`config.mk`:
```
export PLATFORM = sky130hd
export DESIGN_NAME = fws_ctrl
export DESIGN_NICKNAME = d
export VERILOG_FILES = /design/src/common/fws_pkg.sv /design/src/hdl/fws_sync.sv /design/src/hdl/fws_cycle.sv /design/src/hdl/fws_ctrl.sv
export SDC_FILE = /design/constraint.sdc
export NUM_CORES = 1
export LEC_CHECK = 0
export BUFFER_PORTS_ARGS = -buffer_cell sky130_fd_sc_hd__buf_4
export CELL_PAD_IN_SITES_DETAIL_PLACEMENT = 1
export CELL_PAD_IN_SITES_GLOBAL_PLACEMENT = 2
export CORE_UTILIZATION = 40
export CTS_BUF_LIST = sky130_fd_sc_hd__clkbuf_2 sky130_fd_sc_hd__clkbuf_4 sky130_fd_sc_hd__clkbuf_8
export CTS_CLUSTER_DIAMETER = 60
export DETAILED_ROUTE_END_ITERATION = 12
export GPL_TIMING_DRIVEN = 0
export PLACE_DENSITY = 0.9
export SLEW_MARGIN = 10
export SYNTH_ARGS = -nofsm -noshare
export SYNTH_HDL_FRONTEND = slang
export SYNTH_SLANG_ARGS = --single-unit
```
`constraint.sdc`:
```
create_clock -name clk -period 19.8 [get_ports clk]
set_input_delay 1.98 -clock clk [delete_from_list [all_inputs] [get_ports clk]]
set_output_delay 1.98 -clock clk [all_outputs]
set_load 0.02 [all_outputs]
```
`src/common/fws_pkg.sv`:
```
/*
  fws_pkg: constants, register map and carrier types for the host-side
  flash status-polling controller.
  assumes a single 250 MHz clock and an asynchronous parallel flash whose
  status bits appear on the data pins during embedded operations.
*/
// What this block does
// - host writes the reset command after seeing the fail flag at 1
// - host spacing added sector commands under 50 us may skip flag check
// - host confirms acceptance by polling before reading the window flag
// - host reads window flag before and after each added sector command it does not skip
// - host polls status at a valid address inside a selected sector
package fws_pkg;

  // pin, register port, counter and event widths
  localparam int AW  = 20;
  localparam int DW  = 16;
  localparam int RAW = 8;
  localparam int RDW = 32;
  localparam int CW  = 8;
  localparam int SW  = 16;
  localparam int EVW = 4;

  // timing
  localparam int CLK_PS   = 4000;
  localparam int ACC_NS   = 90;
  localparam int OEH_NS   = 30;
  localparam int WIN_US   = 50;
  localparam int SYNC_LAT = 4;
  localparam int ACC_CYC  = (ACC_NS * 1000 + CLK_PS - 1) / CLK_PS;
  localparam int OEH_CYC  = (OEH_NS * 1000 + CLK_PS - 1) / CLK_PS;
  localparam int RD_CYC   = ACC_CYC + SYNC_LAT;
  localparam int WIN_CYC  = (WIN_US * 1000 * 1000) / CLK_PS;

  // status bit positions on the flash data pins
  localparam int CPL_BIT = 7;
  localparam int TGL_BIT = 6;
  localparam int TLF_BIT = 5;
  localparam int WIN_BIT = 3;
  localparam int STG_BIT = 2;

  // register byte offsets
  localparam logic [RAW-1:0] REG_CMD   = 8'h00;
  localparam logic [RAW-1:0] REG_ADDR  = 8'h04;
  localparam logic [RAW-1:0] REG_WDATA = 8'h08;
  localparam logic [RAW-1:0] REG_RDATA = 8'h0C;
  localparam logic [RAW-1:0] REG_STAT  = 8'h10;
  localparam logic [RAW-1:0] REG_IRQ   = 8'h14;
  localparam logic [RAW-1:0] REG_MASK  = 8'h18;
  localparam logic [RAW-1:0] REG_RSTW  = 8'h1C;

  // command register fields
  localparam int OP_W     = 3;
  localparam int SKIP_BIT = 4;

  // status register fields
  localparam int ST_BUSY  = 0;
  localparam int ST_FAIL  = 1;
  localparam int ST_WIN   = 2;
  localparam int ST_RB    = 3;
  localparam int ST_STGL  = 4;
  localparam int ST_SPACE = 5;

  // event bits of interrupt status and mask
  localparam int EV_DONE   = 0;
  localparam int EV_FAIL   = 1;
  localparam int EV_REFUSE = 2;
  localparam int EV_LOST   = 3;

  typedef enum logic [OP_W-1:0] {
    OP_NOP, OP_WRITE, OP_READ, OP_POLL, OP_SECT, OP_RESET, OP_CONFIRM
  } fws_op_t;

  typedef struct packed {
    logic          wr;
    logic [AW-1:0] addr;
    logic [DW-1:0] data;
  } fws_req_t;

  typedef struct packed {
    logic          ce_n;
    logic          oe_n;
    logic          we_n;
    logic [AW-1:0] addr;
    logic [DW-1:0] dq;
    logic          dq_oe;
  } fws_pins_t;

endpackage

```
`src/hdl/fws_sync.sv`:
```
/*
  fws_sync: three-stage input synchroniser; output follows once the
  second and third stages agree.
  assumes input is asynchronous to clk.
*/
module fws_sync
#(
  parameter int W = 1
)
(
  // clock and reset
  input  wire logic         clk,
  input  wire logic         rst,
  // async in, synced out
  input  wire logic [W-1:0] d,
  output logic      [W-1:0] q
);
  import fws_pkg::*;

  logic [W-1:0] s1_r;
  logic [W-1:0] s2_r;
  logic [W-1:0] s3_r;
  logic [W-1:0] q_r;
  logic [W-1:0] q_nxt;

  always_comb
  begin
    q_nxt = q_r;
    if (s2_r == s3_r)
      q_nxt = s3_r;
  end

  always_ff @(posedge clk or posedge rst)
  begin
    if (rst)
    begin
      s1_r <= '0;
      s2_r <= '0;
      s3_r <= '0;
      q_r  <= '0;
    end
    else
    begin
      s1_r <= d;
      s2_r <= s1_r;
      s3_r <= s2_r;
      q_r  <= q_nxt;
    end
  end

  assign q = q_r;

endmodule

```
`src/hdl/fws_cycle.sv`:
```
/*
  fws_cycle: runs one flash read or write bus cycle on the pins.
  assumes dq_in is already synchronised; a go while busy is ignored.
*/
module fws_cycle
#(
  parameter int WE_NS = 50
)
(
  // clock and reset
  input  wire logic                 clk,
  input  wire logic                 rst,
  // request
  input  wire logic                 go,
  input  wire fws_pkg::fws_req_t    req,
  output logic                      done,
  output logic [fws_pkg::DW-1:0]    rdata,
  // flash pins
  input  wire logic [fws_pkg::DW-1:0] dq_in,
  output fws_pkg::fws_pins_t        pins
);
  import fws_pkg::*;

  localparam int WE_CYC = (WE_NS * 1000 + CLK_PS - 1) / CLK_PS;

  typedef enum logic [1:0] {C_IDLE, C_SETUP, C_PULSE, C_GAP} fws_cst_t;

  fws_cst_t      st_r;
  fws_cst_t      st_nxt;
  fws_pins_t     pins_r;
  fws_pins_t     pins_nxt;
  logic [CW-1:0] cnt_r;
  logic [CW-1:0] cnt_nxt;
  logic [DW-1:0] rdata_r;
  logic [DW-1:0] rdata_nxt;
  logic          done_r;
  logic          done_nxt;

  always_comb
  begin
    st_nxt    = st_r;
    pins_nxt  = pins_r;
    cnt_nxt   = cnt_r;
    rdata_nxt = rdata_r;
    done_nxt  = 1'b0;
    case (st_r)
      C_IDLE:
        if (go)
        begin
          pins_nxt.addr  = req.addr;
          pins_nxt.dq    = req.data;
          pins_nxt.dq_oe = req.wr;
          pins_nxt.ce_n  = 1'b0;
          st_nxt         = C_SETUP;
        end
      C_SETUP:
      begin
        pins_nxt.oe_n = pins_r.dq_oe;
        pins_nxt.we_n = ~pins_r.dq_oe ? 1'b1 : 1'b0;
        cnt_nxt = pins_r.dq_oe ? CW'(WE_CYC) : CW'(RD_CYC);
        st_nxt  = C_PULSE;
      end
      C_PULSE:
        if (cnt_r == CW'(1))
        begin
          if (!pins_r.dq_oe)
            rdata_nxt = dq_in;
          pins_nxt.we_n = 1'b1;
          pins_nxt.oe_n = 1'b1;
          cnt_nxt = CW'(OEH_CYC);
          st_nxt  = C_GAP;
        end
        else
          cnt_nxt = cnt_r - CW'(1);
      default:
        if (cnt_r == CW'(1))
        begin
          pins_nxt.ce_n  = 1'b1;
          pins_nxt.dq_oe = 1'b0;
          done_nxt = 1'b1;
          st_nxt   = C_IDLE;
        end
        else
          cnt_nxt = cnt_r - CW'(1);
    endcase
  end

  always_ff @(posedge clk or posedge rst)
  begin
    if (rst)
    begin
      st_r    <= C_IDLE;
      pins_r  <= '{ce_n: 1'b1, oe_n: 1'b1, we_n: 1'b1, default: '0};
      cnt_r   <= '0;
      rdata_r <= '0;
      done_r  <= 1'b0;
    end
    else
    begin
      st_r    <= st_nxt;
      pins_r  <= pins_nxt;
      cnt_r   <= cnt_nxt;
      rdata_r <= rdata_nxt;
      done_r  <= done_nxt;
    end
  end

  assign pins  = pins_r;
  assign rdata = rdata_r;
  assign done  = done_r;

endmodule

```
`src/hdl/fws_ctrl.sv`:
```
/*
  fws_ctrl: host controller that drives a parallel flash through its pins,
  runs status polling for program and erase, and reports via registers.
  assumes software writes the unlock and command words as raw writes;
  the controller adds polling, window checks and the reset on failure.
*/
module fws_ctrl
#(
  parameter int WINDOW_CYC = fws_pkg::WIN_CYC
)
(
  // clock and reset
  input  wire logic                    clk,
  input  wire logic                    rst,
  // register port
  input  wire logic [fws_pkg::RAW-1:0] reg_addr,
  input  wire logic [fws_pkg::RDW-1:0] reg_wdata,
  input  wire logic                    reg_wr,
  input  wire logic                    reg_rd,
  output logic      [fws_pkg::RDW-1:0] reg_rdata,
  output logic                         irq,
  // flash pins
  output logic      [fws_pkg::AW-1:0]  fl_addr,
  output logic      [fws_pkg::DW-1:0]  fl_dq_out,
  output logic                         fl_dq_oe,
  input  wire logic [fws_pkg::DW-1:0]  fl_dq_in,
  output logic                         fl_ce_n,
  output logic                         fl_oe_n,
  output logic                         fl_we_n,
  input  wire logic                    fl_ready_busy
);
  import fws_pkg::*;

  typedef enum logic [3:0] {
    S_IDLE, S_WR, S_READ, S_RD1, S_RD2, S_RDA, S_RDB,
    S_RST, S_PRE, S_POST, S_WINR
  } fws_st_t;

  // sequencer state
  fws_st_t        state_r;
  fws_st_t        state_nxt;
  fws_op_t        op_r;
  fws_op_t        op_nxt;
  logic           skip_r;
  logic           skip_nxt;
  logic           pend_r;
  logic           pend_nxt;
  logic [DW-1:0]  d1_r;
  logic [DW-1:0]  d1_nxt;
  logic [DW-1:0]  rdata_r;
  logic [DW-1:0]  rdata_nxt;
  logic           fail_r;
  logic           fail_nxt;
  logic           win_r;
  logic           win_nxt;
  logic           stgl_r;
  logic           stgl_nxt;
  logic [EVW-1:0] ev;
  logic           space_rst;
  // register state
  logic [AW-1:0]  addr_r;
  logic [AW-1:0]  addr_nxt;
  logic [DW-1:0]  wdata_r;
  logic [DW-1:0]  wdata_nxt;
  logic [DW-1:0]  rstw_r;
  logic [DW-1:0]  rstw_nxt;
  logic [EVW-1:0] mask_r;
  logic [EVW-1:0] mask_nxt;
  logic [EVW-1:0] irqs_r;
  logic [EVW-1:0] irqs_nxt;
  logic [RDW-1:0] rd_r;
  logic [RDW-1:0] rd_nxt;
  logic           irq_r;
  logic           irq_nxt;
  logic [SW-1:0]  space_r;
  logic [SW-1:0]  space_nxt;
  // glue
  logic           space_ok;
  logic           cmd_wr;
  fws_op_t        cmd_op;
  logic           cyc_go;
  logic           cyc_done;
  logic [DW-1:0]  cyc_rdata;
  fws_req_t       cyc_req;
  fws_pins_t      pins;
  logic [DW-1:0]  dq_s;
  logic           rb_s;
  logic [RDW-1:0] stat;

  // bit flips between two successive status reads
  function automatic logic flipped(input logic [DW-1:0] a,
                                   input logic [DW-1:0] b,
                                   input int            pos);
    flipped = a[pos] ^ b[pos];
  endfunction

  fws_sync #(.W(DW)) u_dq_sync
  (
    .clk (clk),
    .rst (rst),
    .d   (fl_dq_in),
    .q   (dq_s)
  );

  fws_sync #(.W(1)) u_rb_sync
  (
    .clk (clk),
    .rst (rst),
    .d   (fl_ready_busy),
    .q   (rb_s)
  );

  fws_cycle u_cycle
  (
    .clk   (clk),
    .rst   (rst),
    .go    (cyc_go),
    .req   (cyc_req),
    .done  (cyc_done),
    .rdata (cyc_rdata),
    .dq_in (dq_s),
    .pins  (pins)
  );

  assign cmd_op   = fws_op_t'(reg_wdata[OP_W-1:0]);
  assign cmd_wr   = reg_wr && (reg_addr == REG_CMD) && (state_r == S_IDLE);
  assign space_ok = space_r < SW'(WINDOW_CYC);
  assign cyc_go   = (state_r != S_IDLE) && !pend_r;

  // every cycle uses the software address, inside the selected sector
  always_comb
  begin
    cyc_req.wr   = (state_r == S_WR) || (state_r == S_RST);
    cyc_req.addr = addr_r;
    cyc_req.data = (state_r == S_RST) ? rstw_r : wdata_r;
  end

  always_comb
  begin
    state_nxt = state_r;
    op_nxt    = op_r;
    skip_nxt  = skip_r;
    pend_nxt  = pend_r;
    d1_nxt    = d1_r;
    rdata_nxt = rdata_r;
    fail_nxt  = fail_r;
    win_nxt   = win_r;
    stgl_nxt  = stgl_r;
    ev        = '0;
    space_rst = 1'b0;
    if (cyc_go)
      pend_nxt = 1'b1;
    if (cyc_done)
      pend_nxt = 1'b0;
    case (state_r)
      S_IDLE:
        if (cmd_wr)
        begin
          op_nxt   = cmd_op;
          skip_nxt = reg_wdata[SKIP_BIT] && space_ok;
          case (cmd_op)
            OP_WRITE:
              state_nxt = S_WR;
            OP_READ:
              state_nxt = S_READ;
            OP_POLL, OP_CONFIRM:
            begin
              // plain poll serves chip erase: no window read there
              fail_nxt  = 1'b0;
              state_nxt = S_RD1;
            end
            OP_SECT:
              state_nxt = (reg_wdata[SKIP_BIT] && space_ok) ? S_WR : S_PRE;
            OP_RESET:
            begin
              fail_nxt  = 1'b0;
              state_nxt = S_RST;
            end
            default:
              state_nxt = S_IDLE;
          endcase
        end
      S_WR:
        if (cyc_done)
        begin
          if (op_r == OP_SECT)
          begin
            space_rst = 1'b1;
            state_nxt = skip_r ? S_IDLE : S_POST;
            ev[EV_DONE] = skip_r;
          end
          else
          begin
            ev[EV_DONE] = 1'b1;
            state_nxt   = S_IDLE;
          end
        end
      S_READ:
        if (cyc_done)
        begin
          rdata_nxt   = cyc_rdata;
          ev[EV_DONE] = 1'b1;
          state_nxt   = S_IDLE;
        end
      S_RD1:
        if (cyc_done)
        begin
          d1_nxt    = cyc_rdata;
          state_nxt = S_RD2;
        end
      S_RD2:
        if (cyc_done)
        begin
          rdata_nxt = cyc_rdata;
          d1_nxt    = cyc_rdata;
          stgl_nxt  = flipped(d1_r, cyc_rdata, STG_BIT);
          if (op_r == OP_CONFIRM)
          begin
            // accepted once busy shows: toggling or complement at 0
            if (flipped(d1_r, cyc_rdata, TGL_BIT) ||
                !cyc_rdata[CPL_BIT])
              state_nxt = S_WINR;
            else
            begin
              ev[EV_REFUSE] = 1'b1;
              state_nxt     = S_IDLE;
            end
          end
          else if (!flipped(d1_r, cyc_rdata, TGL_BIT))
          begin
            ev[EV_DONE] = 1'b1;
            state_nxt   = S_IDLE;
          end
          else if (cyc_rdata[TLF_BIT])
            state_nxt = S_RDA;
        end
      S_RDA:
        if (cyc_done)
        begin
          d1_nxt    = cyc_rdata;
          state_nxt = S_RDB;
        end
      S_RDB:
        if (cyc_done)
        begin
          rdata_nxt = cyc_rdata;
          // toggle may stop just as the fail flag rises
          if (!flipped(d1_r, cyc_rdata, TGL_BIT))
          begin
            ev[EV_DONE] = 1'b1;
            state_nxt   = S_IDLE;
          end
          else
          begin
            fail_nxt  = 1'b1;
            state_nxt = S_RST;
          end
        end
      S_RST:
        if (cyc_done)
        begin
          ev[EV_FAIL] = fail_r;
          ev[EV_DONE] = ~fail_r;
          state_nxt   = S_IDLE;
        end
      S_PRE:
        if (cyc_done)
        begin
          win_nxt = cyc_rdata[WIN_BIT];
          if (cyc_rdata[WIN_BIT])
          begin
            ev[EV_REFUSE] = 1'b1;
            state_nxt     = S_IDLE;
          end
          else
            state_nxt = S_WR;
        end
      S_POST:
        if (cyc_done)
        begin
          win_nxt       = cyc_rdata[WIN_BIT];
          ev[EV_LOST]   = cyc_rdata[WIN_BIT];
          ev[EV_DONE]   = 1'b1;
          state_nxt     = S_IDLE;
        end
      default:
        if (cyc_done)
        begin
          win_nxt     = cyc_rdata[WIN_BIT];
          ev[EV_DONE] = 1'b1;
          state_nxt   = S_IDLE;
        end
    endcase
  end

  always_ff @(posedge clk or posedge rst)
  begin
    if (rst)
    begin
      state_r <= S_IDLE;
      op_r    <= OP_NOP;
      skip_r  <= 1'b0;
      pend_r  <= 1'b0;
      d1_r    <= '0;
      rdata_r <= '0;
      fail_r  <= 1'b0;
      win_r   <= 1'b0;
      stgl_r  <= 1'b0;
    end
    else
    begin
      state_r <= state_nxt;
      op_r    <= op_nxt;
      skip_r  <= skip_nxt;
      pend_r  <= pend_nxt;
      d1_r    <= d1_nxt;
      rdata_r <= rdata_nxt;
      fail_r  <= fail_nxt;
      win_r   <= win_nxt;
      stgl_r  <= stgl_nxt;
    end
  end

  // status word, ready/busy shown as synchronised
  always_comb
  begin
    stat           = '0;
    stat[ST_BUSY]  = state_r != S_IDLE;
    stat[ST_FAIL]  = fail_r;
    stat[ST_WIN]   = win_r;
    stat[ST_RB]    = rb_s;
    stat[ST_STGL]  = stgl_r;
    stat[ST_SPACE] = space_ok;
  end

  always_comb
  begin
    addr_nxt  = addr_r;
    wdata_nxt = wdata_r;
    rstw_nxt  = rstw_r;
    mask_nxt  = mask_r;
    rd_nxt    = '0;
    irqs_nxt  = irqs_r;
    if (reg_wr && state_r == S_IDLE)
    begin
      if (reg_addr == REG_ADDR)
        addr_nxt = reg_wdata[AW-1:0];
      else if (reg_addr == REG_WDATA)
        wdata_nxt = reg_wdata[DW-1:0];
      else if (reg_addr == REG_RSTW)
        rstw_nxt = reg_wdata[DW-1:0];
    end
    if (reg_wr && reg_addr == REG_MASK)
      mask_nxt = reg_wdata[EVW-1:0];
    if (reg_rd)
    begin
      if (reg_addr == REG_CMD)
        rd_nxt = RDW'(op_r);
      else if (reg_addr == REG_ADDR)
        rd_nxt = RDW'(addr_r);
      else if (reg_addr == REG_WDATA)
        rd_nxt = RDW'(wdata_r);
      else if (reg_addr == REG_RDATA)
        rd_nxt = RDW'(rdata_r);
      else if (reg_addr == REG_STAT)
        rd_nxt = stat;
      else if (reg_addr == REG_IRQ)
      begin
        rd_nxt   = RDW'(irqs_r);
        irqs_nxt = '0;
      end
      else if (reg_addr == REG_MASK)
        rd_nxt = RDW'(mask_r);
      else if (reg_addr == REG_RSTW)
        rd_nxt = RDW'(rstw_r);
    end
    // new events win over a clearing read
    irqs_nxt = irqs_nxt | ev;
    irq_nxt  = |(irqs_nxt & mask_nxt);
    if (space_rst)
      space_nxt = '0;
    else if (space_ok)
      space_nxt = space_r + SW'(1);
    else
      space_nxt = space_r;
  end

  always_ff @(posedge clk or posedge rst)
  begin
    if (rst)
    begin
      addr_r  <= '0;
      wdata_r <= '0;
      rstw_r  <= '0;
      mask_r  <= '0;
      irqs_r  <= '0;
      rd_r    <= '0;
      irq_r   <= 1'b0;
      space_r <= SW'(WINDOW_CYC);
    end
    else
    begin
      addr_r  <= addr_nxt;
      wdata_r <= wdata_nxt;
      rstw_r  <= rstw_nxt;
      mask_r  <= mask_nxt;
      irqs_r  <= irqs_nxt;
      rd_r    <= rd_nxt;
      irq_r   <= irq_nxt;
      space_r <= space_nxt;
    end
  end

  assign reg_rdata = rd_r;
  assign irq       = irq_r;
  assign fl_addr   = pins.addr;
  assign fl_dq_out = pins.dq;
  assign fl_dq_oe  = pins.dq_oe;
  assign fl_ce_n   = pins.ce_n;
  assign fl_oe_n   = pins.oe_n;
  assign fl_we_n   = pins.we_n;

endmodule

```
==> impl_metrics.json, run 1 <==
{
  "run_status": "finished clean",
  "post_synth_num_cell_types": 66,
  "max_freq_ghz": 0.256,
  "design.core.area_um2": 27100,
  "worst_reg_to_reg_path_cell_count": 6,
  "power_frac_seq": 0.454,
  "dp.cells": 1459,
  "post_cts_hold_buffer_count": 0,
  "final_cell_count_no_fill": 1535,
  "unrepaired_setup_endpoints_after_global_routing": "no",
  "class_of_the_worst_hold_path": "flip-flop to flip-flop",
  "capturing_element_type_of_the_critical_path": "flip-flop",
  "fraction_of_power_consumed_by_combinational_cells": 0.149,
  "drive_above_1_share": 0.276,
  "post-cts-setup-buffer-count": 0,
  "timing.hold.worst.start": "u_dq_sync.s1_r[7]",
  "synth_seq_area_share": 0.590,
  "clkTransAtPathRegs_ps": 60,
  "tritoncts": "built",
  "place.detailed.hpwl_um": 21000,
  "cts-resized-gates": 0,
  "via_count": 8013,
  "worst_slew_pin_slew_ps": 967,
  "initial_utilization": 0.411,
  "track_usage": 0.210,
  "ys_seq_elements": 262,
  "worst_r2r_endpoint": "wdata_r[15]",
  "finalHoldViolations": 0,
  "cts_num_sinks": 262,
  "synth_area_um2": 11100,
  "yosysTopAreaCell": "dfrtp_1",
  "finalWorstPathRequiredPeriod_ps": 3910,
  "timing.hold.worst_endpoint": "u_dq_sync.s2_r[7]",
  "port_buffers": 108,
  "yosys-top-cells-area": "dfrtp_1 (57%), mux2_2 (10%), nand2_1 (4.3%)",
  "rows": 60,
  "layout_commonest_cell": "dfrtp_1",
  "place_worst_setup_slack_ps": 15360,
  "netlist.area_leader.share": 0.568,
  "hold_path_depth": 0,
  "detail-route-antenna-nets": 0,
  "drv_slew": 0,
  "worst_skew_pair.late_latency_ps": 560,
  "die_footprint_um2": 28500,
  "layout.cells.most_common_list": "dfrtp_1 (253), nand2_1 (129), buf_4 (120)",
  "ys_async_sr_fraction": 1.00,
  "net-switching-power_uw": 353,
  "finalSetupTns_ps": 0,
  "cts_root_buffer": "clkbuf_8",
  "routed_wire_length_per_instance_um": 18.9,
  "setup.reg_to_reg.worst_slack_ps": 16920,
  "power_switching_share": 0.274,
  "total_power_mw": 1.29,
  "layout_setup_ws_ps": 15890,
  "final_core_utilization": 0.497,
  "post-route-drc-count": 0,
  "total_congestion_overflow_after_global_routing": 0,
  "synth_warnings": 0,
  "clock_path_buffers": 3,
  "tritoncts_buffer_count": 45,
  "fin_nets": 1202,
  "antenna_cells_inserted": 0,
  "globalplace.congestion": 0.887,
  "synth_edf_count": 0,
  "grt_antenna_before_repair": 0,
  "floorplan.die.height_um": 169,
  "critPathKind": "input pin to flip-flop",
  "vias_per_cell": 5.22,
  "synthFlopType": "dfrtp_1",
  "finalWirelength_um": 28900,
  "power.density_nw_per_um2": 95.6,
  "area.growth.synth_to_final_pct": 20.9,
  "final-setup-viol-count": 0,
  "start_kind": "input pin",
  "vias_in_the_first_global_route": 8476,
  "leakage_component_of_the_power_nw": 6.46,
  "cts-htree-levels": 2,
  "max_cap_violations": 0,
  "vdd.ir_drop.worst_uv": 51.1,
  "drt-initial-drc-count": 540,
  "drt_pre_antenna_iters": 4,
  "dieWidth_um": 169,
  "post_synth.cell_area_avg_um2": 11.5,
  "fin_worst_skew_ps": 19.5,
  "power.share.clock": 0.397,
  "cp.arrival_ps": 4350,
  "worst-path-max-fanout": 10,
  "slew_headroom": 0.346,
  "cellInternalPower_uw": 934,
  "worstPathRequired_ps": 20240,
  "reg2reg_from": "state_r[1]",
  "period_share": 0.198,
  "postSynthCellCount": 966,
  "grt_pass1_wl_um": 46700,
  "boundaryPins": 134,
  "largest_net_degree_at_the_start_of_global_routing": 116
}
cell usage after synthesis (7+ instances only):
cell type and count:
dfrtp_1 253, nand2_1 129, mux2_2 99, nor2_1 51, o21ai_0 40, clkbuf_1 39
a21oi_1 36, a31oi_1 21, xor2_1 20, inv_1 19, nand3_1 19, and2_1 14
buf_4 12, mux2_1 12, nor4_1 12, mux2i_1 11, o22ai_1 11, or3_1 10
dfstp_2 9, nor3_1 9, o221ai_1 9, ha_1 7, nand4_1 7, nor3b_1 7
o31ai_1 7
metal layers:
layer | vias to the layer above | global-route usage | share of wire
li1 | 3732 | - | -
met1 | 4042 | 0.289 | 0.46
met2 | 194 | 0.342 | 0.47
met3 | 45 | 0.0346 | 0.044
met4 | 0 | 0.0632 | 0.021
met5 | - | 0 | 0
power groups by stage:
stage | Sequential [mW] | Clock, mW | Combinational, mW
2_1_floorplan | 0.597 | 0 | 0.123
3_3_place_gp | 0.591 | 0 | 0.185
3_5_place_dp | 0.593 | 0 | 0.193
4_1_cts | 0.584 | 0.525 | 0.194
5_1_grt | 0.587 | 0.547 | 0.215
6_report | 0.584 | 0.511 | 0.192
registers in the layout (all words and copies together), names as in the netlist, 2 cells and up:
register and count:
u_cycle.pins 40, addr_r 20, reg_rdata 20, rdata_r 16, rstw_r 16, space_r 16
u_cycle.rdata 16, u_dq_sync.q 16, u_dq_sync.s1_r 16, u_dq_sync.s2_r 16, u_dq_sync.s3_r 16, wdata_r 16
u_cycle.cnt_r 8, irqs_r 4, mask_r 4, state_r 4, op_r 3, d1_r 2
u_cycle.st_r 2
worst max-delay path, cell delays in order:
cell	delay (ps)
buf_4	130
or4_4	570
nor2_1	160
nand3_1	260
nor2_2	490
buf_2	380
mux2_2	380
worst max path at each step:
| stage | slack [ps] | cells past startpoint | endpoint | start |
|---|---|---|---|---|
| final | 15890 | 7 | wdata_r[15] | reg_addr[5] |
| after global routing | 15820 | 7 | wdata_r[7] | reg_addr[5] |
| after CTS | 15950 | 7 | wdata_r[15] | reg_addr[5] |
| after detailed placement | 15360 | 7 | wdata_r[15] | reg_addr[5] |
| after global placement | 7890 | 2 | u_cycle.cnt_r[2] | rst |
| after floorplan | 10620 | 1 | addr_r[0] | rst |
stage by stage:
step,hold WS (ps),instance area [um2]
floorplan,331,11200
global placement,332,12500
detailed placement,336,12500
CTS,349,13500
global route,351,13500
finish,346,13500
cells by family after synthesis:
logic type	count (synthesis)	share of synthesized area
muxes	123	0.123
buffers and inverters	83	0.0327
DFF	262	0.590
AOI/OAI and AO/OA	171	0.0992
adders and majority gates	8	0.00876
xor gates and xnor gates	26	0.0204
and+or+nand+nor	292	0.126
other	1	0.000337
cell type report:
type	count	area, um2
multi-input cells	632	4250
repair buffers	110	866
clock inverters	9	114
flip-flops and latches	262	6570
plain buffers	63	289
well taps	372	465
clock buffers	67	828
fillers	2867	13600
inverters	20	82.6
Note: power is estimated with default switching activity, not from simulation.
==> run 2: changes to the inputs <==
clock period = 3.65 ns   (was 19.8 ns; I/O delays follow)
==> impl_metrics.json, run 2 (same netlist as run 1, synthesis figures left out) <==
{
  "grt_antenna_before_repair": 0,
  "drt_pre_antenna_iters": 5,
  "boundaryPins": 134,
  "cts_root_buffer": "clkbuf_8",
  "finalHoldWorstSlack_ps": 36.7,
  "die_footprint_um2": 28500,
  "routed_wire_length_per_instance_um": 19.5,
  "drive_above_1_share": 0.278,
  "clkTransAtPathRegs_ps": 60,
  "cp.arrival_ps": 3430,
  "worstPathRequired_ps": 4080,
  "clock_path_buffers": 3,
  "layout.cells.most_common_list": "dfrtp_1 (253), nand2_1 (129), buf_4 (120)",
  "max_freq_ghz": 0.333,
  "globalplace.congestion": 0.858,
  "largest_reg_flops": 40,
  "start_kind": "flip-flop",
  "via_count": 8325,
  "finalWirelength_um": 30500,
  "cts-resized-gates": 0,
  "final_cell_count_no_fill": 1565,
  "reg2reg_from": "state_r[1]",
  "critPathKind": "flip-flop to flip-flop",
  "dp.cells": 1464,
  "unrepaired_setup_endpoints_after_global_routing": "no",
  "rows": 60,
  "worst_slew_pin_slew_ps": 1020,
  "net-switching-power_mw": 1.98,
  "critical_path.endpoint": "rstw_r[1]",
  "port_buffers": 108,
  "tritoncts": "built",
  "setup.reg_to_reg.worst_slack_ps": 650,
  "finalWorstPathRequiredPeriod_ps": 3000,
  "cellInternalPower_mw": 5.34,
  "crit_slowest_cell": "nor4_1",
  "layout_commonest_cell": "dfrtp_1",
  "cts_num_sinks": 262,
  "final-seq-area_um2": 6570,
  "slew_headroom": 0.308,
  "place_worst_setup_slack_ps": 738,
  "grt_pass1_wl_um": 49600,
  "floorplan.die.height_um": 169,
  "layout_setup_ws_ps": 649,
  "class_of_the_worst_hold_path": "input pin to flip-flop",
  "power_switching_share": 0.271,
  "worst_skew_pair.late_latency_ps": 570,
  "total_congestion_overflow_after_global_routing": 0,
  "final.fill_count": 2874,
  "vias_per_cell": 5.32,
  "fraction_of_power_consumed_by_combinational_cells": 0.149,
  "worst-path-max-fanout": 10,
  "vdd.ir_drop.worst_uv": 438,
  "place.detailed.hpwl_um": 22000,
  "leakage_component_of_the_power_nw": 6.64,
  "fin_worst_skew_ps": 30.2,
  "power.density_nw_per_um2": 527,
  "period_share": 0.822,
  "area.growth.synth_to_final_pct": 24.6,
  "max_cap_violations": 0,
  "total_power_mw": 7.32,
  "final-setup-viol-count": 0,
  "fin_nets": 1226,
  "capturing_element_type_of_the_critical_path": "flip-flop",
  "critPathMaxStageDelay_ps": 780,
  "largest_net_degree_at_the_start_of_global_routing": 39,
  "power.share.clock": 0.419,
  "crit_start": "state_r[1]",
  "finalHoldViolations": 0,
  "design.core.area_um2": 27100,
  "track_usage": 0.224,
  "drt-initial-drc-count": 553,
  "cts-htree-levels": 2,
  "post-route-drc-count": 0,
  "initial_utilization": 0.411,
  "multi_input_area_um2": 4250,
  "dieWidth_um": 169,
  "timing.critical_path.cells": "clkbuf_1 -> nor4_1 -> nand2_1 -> inv_1 -> nand4_1 -> buf_2 -> mux2_1",
  "run_status": "finished clean",
  "worst_r2r_endpoint": "rstw_r[1]",
  "detail-route-antenna-nets": 0,
  "antenna_cells_inserted": 0,
  "vias_in_the_first_global_route": 8875,
  "worst_reg_to_reg_path_cell_count": 7,
  "tritoncts_buffer_count": 45,
  "drv_slew": 0,
  "finalSetupTns_ps": 0,
  "power_frac_seq": 0.433
}
run 2: cell types whose count changed in the layout (fill, tap and decap cells not counted), moves of 4 or more:
cell	change
inv_8	-4
buf_12	+6
dlygate4sd3_1	+19
clkbuf_4	-5
clkbuf_8	+7
run 2: power by group through the flow:
stage	combinational, mW	clock [mW]	sequential (mW)
global route	1.21	3.28	3.19
finish	1.09	3.07	3.17
detailed placement	1.07	0	3.22
global placement	1.00	0	3.21
CTS	1.09	3.15	3.17
floorplan	0.667	0	3.24
run 2: metal layers:
layer,up-vias,share of wire,track usage
li1,3808,-,-
met1,4201,0.44,0.301
met2,254,0.48,0.365
met3,62,0.057,0.0419
met4,0,0.025,0.0719
met5,-,0,0
run 2: per-stage QoR:
stage                     instance area, um2  utilization
final                                  13900        0.512
after global placement                 12500        0.460
after detailed placement               12600        0.465
after global routing                   13900        0.512
after CTS                              13900        0.512
after floorplan                        11200            -
run 2: critical path, delay by kind of cell (launching register included):
| kind | cells | cell delay (ps) |
|---|---|---|
| buf+inv | 3 | 720 |
| flops | 1 | 360 |
| mux | 1 | 340 |
| simple gates | 3 | 1460 |
run 2: area by class of cell:
class,count,share of cell area
Inverter,20,0.00568
Tap cell,372,0.0335
Buffer,63,0.0208
Clock inverter,13,0.0137
Timing Repair Buffer,134,0.0827
Multi-Input combinational cell,632,0.306
Sequential cell,262,0.473
Clock buffer,69,0.0639
run 2: how the worst min path moves through the flow:
| stage | start | endpoint | slack (ps) | depth (start not counted) |
|---|---|---|---|---|
| CTS | reg_wdata[16] | addr_r[16] | 1 | 2 |
| global placement | u_dq_sync.s1_r[9] | u_dq_sync.s2_r[9] | 330 | 0 |
| finish | reg_wdata[15] | rstw_r[15] | 40 | 2 |
| detailed placement | u_dq_sync.s1_r[3] | u_dq_sync.s2_r[3] | 340 | 0 |
| floorplan | u_dq_sync.s1_r[0] | u_dq_sync.s2_r[0] | 330 | 0 |
| global route | reg_wdata[16] | addr_r[16] | 10 | 2 |
run 2: what timing repair did:
item                      4_1_cts  5_1_grt
buffers inserted                0        0
hold buffers                   19        0
hold endpoints to repair       47        0
